<file path="src/core/aewr_pkg.sv">
package aewr_pkg;
	// register byte offsets
	localparam logic [7:0] OFS_FRAME   = 8'h00;
	localparam logic [7:0] OFS_FADDR   = 8'h04;
	localparam logic [7:0] OFS_IRQ_ST  = 8'h08;
	localparam logic [7:0] OFS_IRQ_EN  = 8'h0c;
	localparam logic [7:0] OFS_IRQ_CLR = 8'h10;
	localparam logic [7:0] OFS_CTRL    = 8'h14;

	// frame word field positions
	localparam int FB_WB1_V = 0;
	localparam int FB_WB1_M = 1;
	localparam int FB_WB2_V = 2;
	localparam int FB_WB2_M = 3;
	localparam int FB_WB3_V = 4;
	localparam int FB_WB3_M = 5;
	localparam int FB_RW    = 6;
	localparam int FB_TT_LO = 8;
	localparam int FB_TM_LO = 10;
	localparam int FB_VALID = 16;

	// control word: bit 0 releases the frame
	localparam int CB_RELEASE = 0;

	// interrupt event bits
	localparam int EV_CAPTURE = 0;
	localparam int EV_OVERRUN = 1;
	localparam int EV_NUM     = 2;

	// transfer type / modifier encodings
	localparam logic [1:0] TT_NORMAL    = 2'h0;
	localparam logic [1:0] TT_LINE_MOVE = 2'h1;
	localparam logic [2:0] TM_PUSH      = 3'h0;

	localparam logic [31:0] RESET_WORD = 32'h0000_0000;

	typedef enum logic [2:0] {
		AEWR_READ,
		AEWR_PUSH,
		AEWR_WRITE,
		AEWR_LM_WRITE,
		AEWR_PAGE_FAULT
	} aewr_kind_e;
endpackage

</file>
<file path="src/core/aewr_events.sv">
`timescale 1ns/1ps
module aewr_events #(
	parameter int N = 2
) (
	input  wire logic         clock,
	input  wire logic         rst,
	input  wire logic [N-1:0] event_set,
	input  wire logic [N-1:0] clear_bits,
	input  wire logic         clear_we,
	input  wire logic [N-1:0] enable_bits,
	input  wire logic         enable_we,
	output logic      [N-1:0] status,
	output logic      [N-1:0] enable,
	output logic              irq
);
	logic [N-1:0] status_d;
	logic [N-1:0] status_q;
	logic [N-1:0] enable_d;
	logic [N-1:0] enable_q;

	// a set in the clearing cycle wins
	always_comb begin
		status_d = status_q;
		enable_d = enable_q;
		if (clear_we) begin
			status_d = status_d & ~clear_bits;
		end
		status_d = status_d | event_set;
		if (enable_we) begin
			enable_d = enable_bits;
		end
	end

	always_ff @(posedge clock or posedge rst) begin
		if (rst) begin
			status_q <= '0;
			enable_q <= '0;
		end else begin
			status_q <= status_d;
			enable_q <= enable_d;
		end
	end

	assign status = status_q;
	assign enable = enable_q;
	assign irq    = |(status_q & enable_q);
endmodule

</file>
<file path="src/core/aewr_core.sv">
`timescale 1ns/1ps
// Behaviour
// - read access error reports first and second write-back slots not valid.
// - data memory stage stalls on a read until data reaches execution.
// - read error may report a pending third-slot write-back.
// - cache push fault always reports first-slot valid bit clear.
// - push fault loads physical fault address; all other faults logical.
// - no posted write while a line-move sits in the second slot.
// - line-move in second slot only after its read hit the cache.
// - push fault encodes transfer type 00 and transfer modifier 000.
module aewr_core (
	input  wire logic        clock,
	input  wire logic        rst,
	input  wire logic        wb_cyc_i,
	input  wire logic        wb_stb_i,
	input  wire logic        wb_we_i,
	input  wire logic [7:0]  wb_adr_i,
	input  wire logic [3:0]  wb_sel_i,
	input  wire logic [31:0] wb_dat_i,
	output logic      [31:0] wb_dat_o,
	output logic             wb_ack_o,
	output logic             irq,
	input  wire logic        rd_start,
	input  wire logic        rd_data_done,
	output logic             dm_stall,
	input  wire logic        slot2_load,
	input  wire logic        slot2_line_move,
	input  wire logic        slot2_read_hit,
	output logic             slot2_ready,
	input  wire logic        slot2_drain,
	input  wire logic        exec_post_req,
	output logic             exec_post_ready,
	input  wire logic        slot3_drain,
	input  wire logic        fault_valid,
	input  wire logic [2:0]  fault_kind,
	input  wire logic [2:0]  fault_tm,
	input  wire logic [31:0] fault_logical_addr,
	input  wire logic [31:0] fault_physical_addr,
	output logic             frame_valid
);
	// pending write-back slots
	logic        stall_d;
	logic        stall_q;
	logic        s2v_d;
	logic        s2v_q;
	logic        s2m_d;
	logic        s2m_q;
	logic        s3v_d;
	logic        s3v_q;
	// captured frame
	logic [31:0] frame_d;
	logic [31:0] frame_q;
	logic [31:0] fa_d;
	logic [31:0] fa_q;
	logic        release_we;
	logic        take_fault;
	logic        wb_hit;
	logic        bus_wr;
	logic        ack_d;
	logic        ack_q;
	logic [31:0] rdata_d;
	logic [31:0] rdata_q;
	logic [aewr_pkg::EV_NUM-1:0] ev_set;
	logic [aewr_pkg::EV_NUM-1:0] ev_status;
	logic [aewr_pkg::EV_NUM-1:0] ev_enable;
	logic        clr_we;
	logic        en_we;

	assign bus_wr  = wb_cyc_i && wb_stb_i && wb_we_i && !ack_q;
	assign wb_hit  = wb_cyc_i && wb_stb_i && !ack_q;
	assign release_we = bus_wr && (wb_adr_i == aewr_pkg::OFS_CTRL) && wb_sel_i[0]
		&& wb_dat_i[aewr_pkg::CB_RELEASE];
	assign take_fault = fault_valid && !frame_q[aewr_pkg::FB_VALID];
	assign clr_we  = bus_wr && (wb_adr_i == aewr_pkg::OFS_IRQ_CLR) && wb_sel_i[0];
	assign en_we   = bus_wr && (wb_adr_i == aewr_pkg::OFS_IRQ_EN) && wb_sel_i[0];

	// a line-move read that missed waits until it hits
	// a line-move also waits for the third slot to empty
	assign slot2_ready     = !s2v_q && (!slot2_line_move || (slot2_read_hit && !s3v_q));
	// posting waits while a line-move occupies the second slot
	assign exec_post_ready = !s3v_q && !(s2v_q && s2m_q) && !(slot2_load && slot2_ready && slot2_line_move);
	assign dm_stall        = stall_q;
	assign frame_valid     = frame_q[aewr_pkg::FB_VALID];

	always_comb begin
		stall_d = stall_q;
		if (rd_start) begin
			stall_d = 1'b1;
		end
		if (rd_data_done) begin
			stall_d = 1'b0;
		end
	end

	always_comb begin
		s2v_d = s2v_q;
		s2m_d = s2m_q;
		s3v_d = s3v_q;
		if (slot2_drain) begin
			s2v_d = 1'b0;
		end
		if (slot3_drain) begin
			s3v_d = 1'b0;
		end
		if (slot2_load && slot2_ready) begin
			s2v_d = 1'b1;
			s2m_d = slot2_line_move;
		end
		if (exec_post_req && exec_post_ready) begin
			s3v_d = 1'b1;
		end
		// pending writes move into the frame for the handler, except the second slot on a read fault
		if (take_fault) begin
			s2v_d = 1'b0;
			s2m_d = 1'b0;
			s3v_d = 1'b0;
		end
	end

	always_comb begin
		frame_d = frame_q;
		fa_d    = fa_q;
		if (release_we) begin
			frame_d = aewr_pkg::RESET_WORD;
		end
		if (take_fault) begin
			frame_d = aewr_pkg::RESET_WORD;
			frame_d[aewr_pkg::FB_VALID] = 1'b1;
			frame_d[aewr_pkg::FB_WB3_V] = s3v_q;
			frame_d[aewr_pkg::FB_WB2_V] = s2v_q;
			frame_d[aewr_pkg::FB_WB2_M] = s2v_q && s2m_q;
			frame_d[aewr_pkg::FB_TM_LO +: 3] = fault_tm;
			fa_d = fault_logical_addr;
			case (fault_kind)
				aewr_pkg::AEWR_READ: begin
					frame_d[aewr_pkg::FB_RW]   = 1'b1;
					frame_d[aewr_pkg::FB_WB2_V] = 1'b0;
					frame_d[aewr_pkg::FB_WB2_M] = 1'b0;
					frame_d[aewr_pkg::FB_WB3_V] = s3v_q;
				end
				aewr_pkg::AEWR_PUSH: begin
					frame_d[aewr_pkg::FB_WB1_V] = 1'b0;
					frame_d[aewr_pkg::FB_TT_LO +: 2] = aewr_pkg::TT_NORMAL;
					frame_d[aewr_pkg::FB_TM_LO +: 3] = aewr_pkg::TM_PUSH;
					fa_d = fault_physical_addr;
				end
				aewr_pkg::AEWR_WRITE: begin
					frame_d[aewr_pkg::FB_WB1_V] = 1'b1;
				end
				aewr_pkg::AEWR_LM_WRITE: begin
					frame_d[aewr_pkg::FB_WB1_V] = 1'b1;
					frame_d[aewr_pkg::FB_WB1_M] = 1'b1;
					frame_d[aewr_pkg::FB_TT_LO +: 2] = aewr_pkg::TT_LINE_MOVE;
				end
				aewr_pkg::AEWR_PAGE_FAULT: begin
					frame_d[aewr_pkg::FB_WB1_V] = 1'b0;
				end
				default: begin
					frame_d[aewr_pkg::FB_WB1_V] = 1'b0;
				end
			endcase
		end
	end

	always_comb begin
		ev_set = '0;
		ev_set[aewr_pkg::EV_CAPTURE] = take_fault;
		ev_set[aewr_pkg::EV_OVERRUN] = fault_valid && frame_q[aewr_pkg::FB_VALID];
	end

	always_comb begin
		ack_d   = wb_hit;
		rdata_d = aewr_pkg::RESET_WORD;
		if (wb_hit && !wb_we_i) begin
			case (wb_adr_i)
				aewr_pkg::OFS_FRAME:  rdata_d = frame_q;
				aewr_pkg::OFS_FADDR:  rdata_d = fa_q;
				aewr_pkg::OFS_IRQ_ST: rdata_d[aewr_pkg::EV_NUM-1:0] = ev_status;
				aewr_pkg::OFS_IRQ_EN: rdata_d[aewr_pkg::EV_NUM-1:0] = ev_enable;
				default:              rdata_d = aewr_pkg::RESET_WORD;
			endcase
		end
	end

	always_ff @(posedge clock or posedge rst) begin
		if (rst) begin
			stall_q <= 1'b0;
			s2v_q   <= 1'b0;
			s2m_q   <= 1'b0;
			s3v_q   <= 1'b0;
			frame_q <= aewr_pkg::RESET_WORD;
			fa_q    <= aewr_pkg::RESET_WORD;
			ack_q   <= 1'b0;
			rdata_q <= aewr_pkg::RESET_WORD;
		end else begin
			stall_q <= stall_d;
			s2v_q   <= s2v_d;
			s2m_q   <= s2m_d;
			s3v_q   <= s3v_d;
			frame_q <= frame_d;
			fa_q    <= fa_d;
			ack_q   <= ack_d;
			rdata_q <= rdata_d;
		end
	end

	assign wb_ack_o = ack_q;
	assign wb_dat_o = rdata_q;

	aewr_events #(
		.N (aewr_pkg::EV_NUM)
	) u_events (
		.clock       (clock),
		.rst         (rst),
		.event_set   (ev_set),
		.clear_bits  (wb_dat_i[aewr_pkg::EV_NUM-1:0]),
		.clear_we    (clr_we),
		.enable_bits (wb_dat_i[aewr_pkg::EV_NUM-1:0]),
		.enable_we   (en_we),
		.status      (ev_status),
		.enable      (ev_enable),
		.irq         (irq)
	);
endmodule

</file>
<file path="config.mk">
export PLATFORM = sky130hd
export DESIGN_NAME = aewr_core
export DESIGN_NICKNAME = d
export VERILOG_FILES = /design/src/core/aewr_pkg.sv /design/src/core/aewr_events.sv /design/src/core/aewr_core.sv
export SDC_FILE = /design/constraint.sdc
export NUM_CORES = 1
export LEC_CHECK = 0
export BUFFER_PORTS_ARGS = -buffer_cell sky130_fd_sc_hd__buf_2
export CORE_MARGIN = 5
export CORE_UTILIZATION = 43
export DETAILED_ROUTE_END_ITERATION = 16
export PLACE_DENSITY = 0.89
export SYNTH_ARGS = -nofsm -noshare
export SYNTH_HDL_FRONTEND = slang
export SYNTH_SLANG_ARGS = --single-unit
</file>
<file path="constraint.sdc">
create_clock -name clock -period 2.3 [get_ports clock]
set_input_delay 0.115 -clock clock [delete_from_list [all_inputs] [get_ports clock]]
set_output_delay 0.115 -clock clock [all_outputs]
set_load 0.05 [all_outputs]
</file>
==> flow_summary.toml <==
[outcome]
status = "completed"

[logic_synthesis]
synth_warnings = 0
syn_nets = 472
ys_seq_area_share_pct = 55.17
synth.ff_latch_count = 83
synth.distinct_cells = 41
async_reset_ff_share_pct = 100.0
syn-mean-instance-area_um2 = 10.94
synth_flop_cell = "dfrtp_1"
syn-instance-count = 344
synth_edf_count = 0
netlist_area_um2 = 3765

[critical_path]
slowest_delay_ns = 0.85
crit_family = "simple AND/OR/NAND/NOR gates"
endpoint_kind = "flop"
ff2ff_path_depth = 3
critPathKind = "flop to flop"
cp-start-kind = "flop"
critPathSlowestCell = "or4_4"
worst-path-buf-inv = 0
cp.required_ns = 2.55
cp.arrival_ns = 2.12
cp_max_fo = 30
cp_cell_sequence = "nand3b_1, or4_4, nor3_2"
critical_path_cell_count = 3

[pwr]
power_mw = 3.154
internal_power_mw = 2.394
seq_power_share_pct = 49.3
clockPowerShare_pct = 38.7
power_density_nw_per_um2 = 654.2
pwr-share-comb_pct = 12.0
ir_drop_v = 0.0004156
power_leakage_nw = 2.418
switchingPower_uw = 760.4
switching_share_pct = 24.11

[floorplanning]
die_x_um = 103.6
die_y_um = 103.6
die-area_um2 = 10730
start_util_pct = 43.60
rows = 34
pin_count = 166
core-area_um2 = 8636

[timing]
setup_viol_count_final = 0
rsz0062_at_grt = "false"
fin_crit_sh_pct = 81.26
tightest_slew_ns = 1.119
finalHoldViolCount = 0
drv_slew = 0
skew_ns = 0.008488
max_clock_freq_ghz = 0.5350
final.setup.tns_ns = 0
slew_headroom_pct = 25.32
min_period_ns = 1.869

[clock_network]
htreeDepth = 3
cts_buffers = 9
cts_tree = "yes"
cts_buffer_depth = 2
clk_latency_ns = 0.34
post_cts_buffers = 0
path_clk_slew_ns = 0.08
cts.sinks = 83
cts-root-buf = "clkbuf_8"

[final_layout]
n_antenna_cell = 0
area.growth.synth_to_final_pct = 28.05
fin_nets = 605
drive_above_1_share_pct = 39.29

[routing]
wire_per_inst_um = 15.13
firstDrtPassIters = 4
drt-initial-drc-count = 61
ant_nets = 0
vias = 2941
route.detailed.drc = 0
drt-total-wl_um = 8910
vias_per_cell = 4.993

[global_routing]
grt_max_degree = 59
gr-total-overflow = 0
grt_pass1_wl_um = 15200
antenna_found_initial = 0
grt_pass1_vias = 3164
grt.total_usage_pct = 17.13

[placed_design]
place_hpwl_um = 6500
portBuffers = 132
gp_congestion = 0.7643

[hold_path]
hp-class = "primary input to flop"
min_path_cells = 3

[run]
maxCapViolCount = 0
==> worst paths after layout <==
check / start / endpoint / slack, ns
min reg2reg: fa_q[31] / fa_q[31] / 0.48
min in group asynchronous: rst / wb_dat_o[14] / 0.31
min: fault_kind[0] / frame_q[8] / 0.03
max: wb_ack_o / wb_dat_o[17] / 0.43
max in group asynchronous: rst / wb_dat_o[3] / 1.32
max reg2reg: wb_ack_o / wb_dat_o[17] / 0.43
==> placed cells by master (no fill, tap or decap), types with 3 or more instances in the layout <==
| master | n |
|---|---|
| buf_2 | 132 |
| dfrtp_1 | 83 |
| nand2_1 | 43 |
| mux2i_1 | 41 |
| o21ai_0 | 38 |
| inv_1 | 28 |
| nor3_2 | 19 |
| nor2_1 | 15 |
| clkbuf_8 | 9 |
| mux2_2 | 6 |
| dlygate4sd3_1 | 6 |
| nor2b_1 | 4 |
| nor4_1 | 4 |
| o2bb2ai_1 | 3 |
| or2_2 | 3 |
| bufinv_16 | 3 |
| buf_12 | 3 |
==> state kept, by name, summed over array words and instances (netlist names) <==
| signal | cells |
|---|---|
| dm_stall | 1 |
| fa_q | 32 |
| frame_q | 10 |
| s2m_q | 1 |
| s2v_q | 1 |
| s3v_q | 1 |
| u_events.enable | 2 |
| u_events.status | 2 |
| wb_ack_o | 1 |
| wb_dat_o | 32 |
==> Yosys cell counts, types with 3 or more instances <==
library cell	instances	area, µm²
clkbuf_1	10	37.54
dfrtp_1	83	2077
nor3_2	19	190.2
o2bb2ai_1	3	26.28
mux2_2	6	67.56
buf_6	3	33.78
nand2b_1	3	18.77
mux2i_1	41	410.4
nor2_1	15	56.30
nor2b_1	4	25.02
nand2_1	43	161.4
or2_2	3	18.77
nor4_1	4	25.02
o21ai_0	38	190.2
buf_2	7	35.03
inv_1	29	108.9
==> worst reg2reg max path: cells and delay by family, from the launching register on <==
family / cells / cell delay (ns)
flip-flops: 1 / 0.40
AND/OR/NAND/NOR: 3 / 1.39
==> power by group through the flow <==
stage          Sequential [mW]  Clock [mW]  Combinational [mW]
3_3_place_gp              1.58           0               0.358
4_1_cts                   1.56        1.24               0.384
5_1_grt                   1.57        1.31               0.420
6_report                  1.56        1.22               0.377
2_1_floorplan             1.58           0               0.220
3_5_place_dp              1.58           0               0.376
==> final cells by class <==
class	count	area (µm²)
Clock inverter	5	102.6
Fill cell	734	3815
Tap cell	108	135.1
Multi-Input combinational cell	212	1480
Timing Repair Buffer	142	788.3
Clock buffer	10	127.6
Sequential cell	83	2077
Inverter	29	110.1
==> timing repair <==
item,4_1_cts,5_1_grt
hold endpoints to repair,30,0
resized for setup,0,0
endpoints found under the setup margin,0,0
hold buffers,6,0
==> cell families (layout without fill, tap and decap cells) <==
| logic type | Yosys count | in the layout | synth area share (%) |
|---|---|---|---|
| flip-flops | 83 | 83 | 55.17 |
| multiplexers | 47 | 47 | 12.70 |
| buffers and inverters | 49 | 186 | 5.716 |
| AO/OA/AOI/OAI | 54 | 54 | 8.309 |
| AND/OR/NAND/NOR | 111 | 111 | 18.11 |
==> routing by layer <==
| layer | GRT usage [%] | routed length [µm] | vias up |
|---|---|---|---|
| met2 | 27.60 | 4379 | 89 |
| met3 | 5.162 | 562 | 13 |
| met1 | 22.48 | 3854 | 1405 |
| met5 | 0 | 0 | - |
| li1 | - | - | 1434 |
| met4 | 4.592 | 113 | 0 |
==> through the flow <==
step	hold slack, ns	std cells	utilization, %	setup slack, ns	cell area [µm²]
2_1_floorplan	0.1814	344	-	0.04821	3765
3_3_place_gp	0.1255	568	52.46	0.5200	4531
3_5_place_dp	0.1432	568	52.46	0.4688	4531
4_1_cts	0.02029	589	55.82	0.4388	4821
5_1_grt	0.01954	589	55.82	0.3489	4821
6_report	0.03097	589	55.82	0.4309	4821
Note: power is estimated with default switching activity, not from simulation.
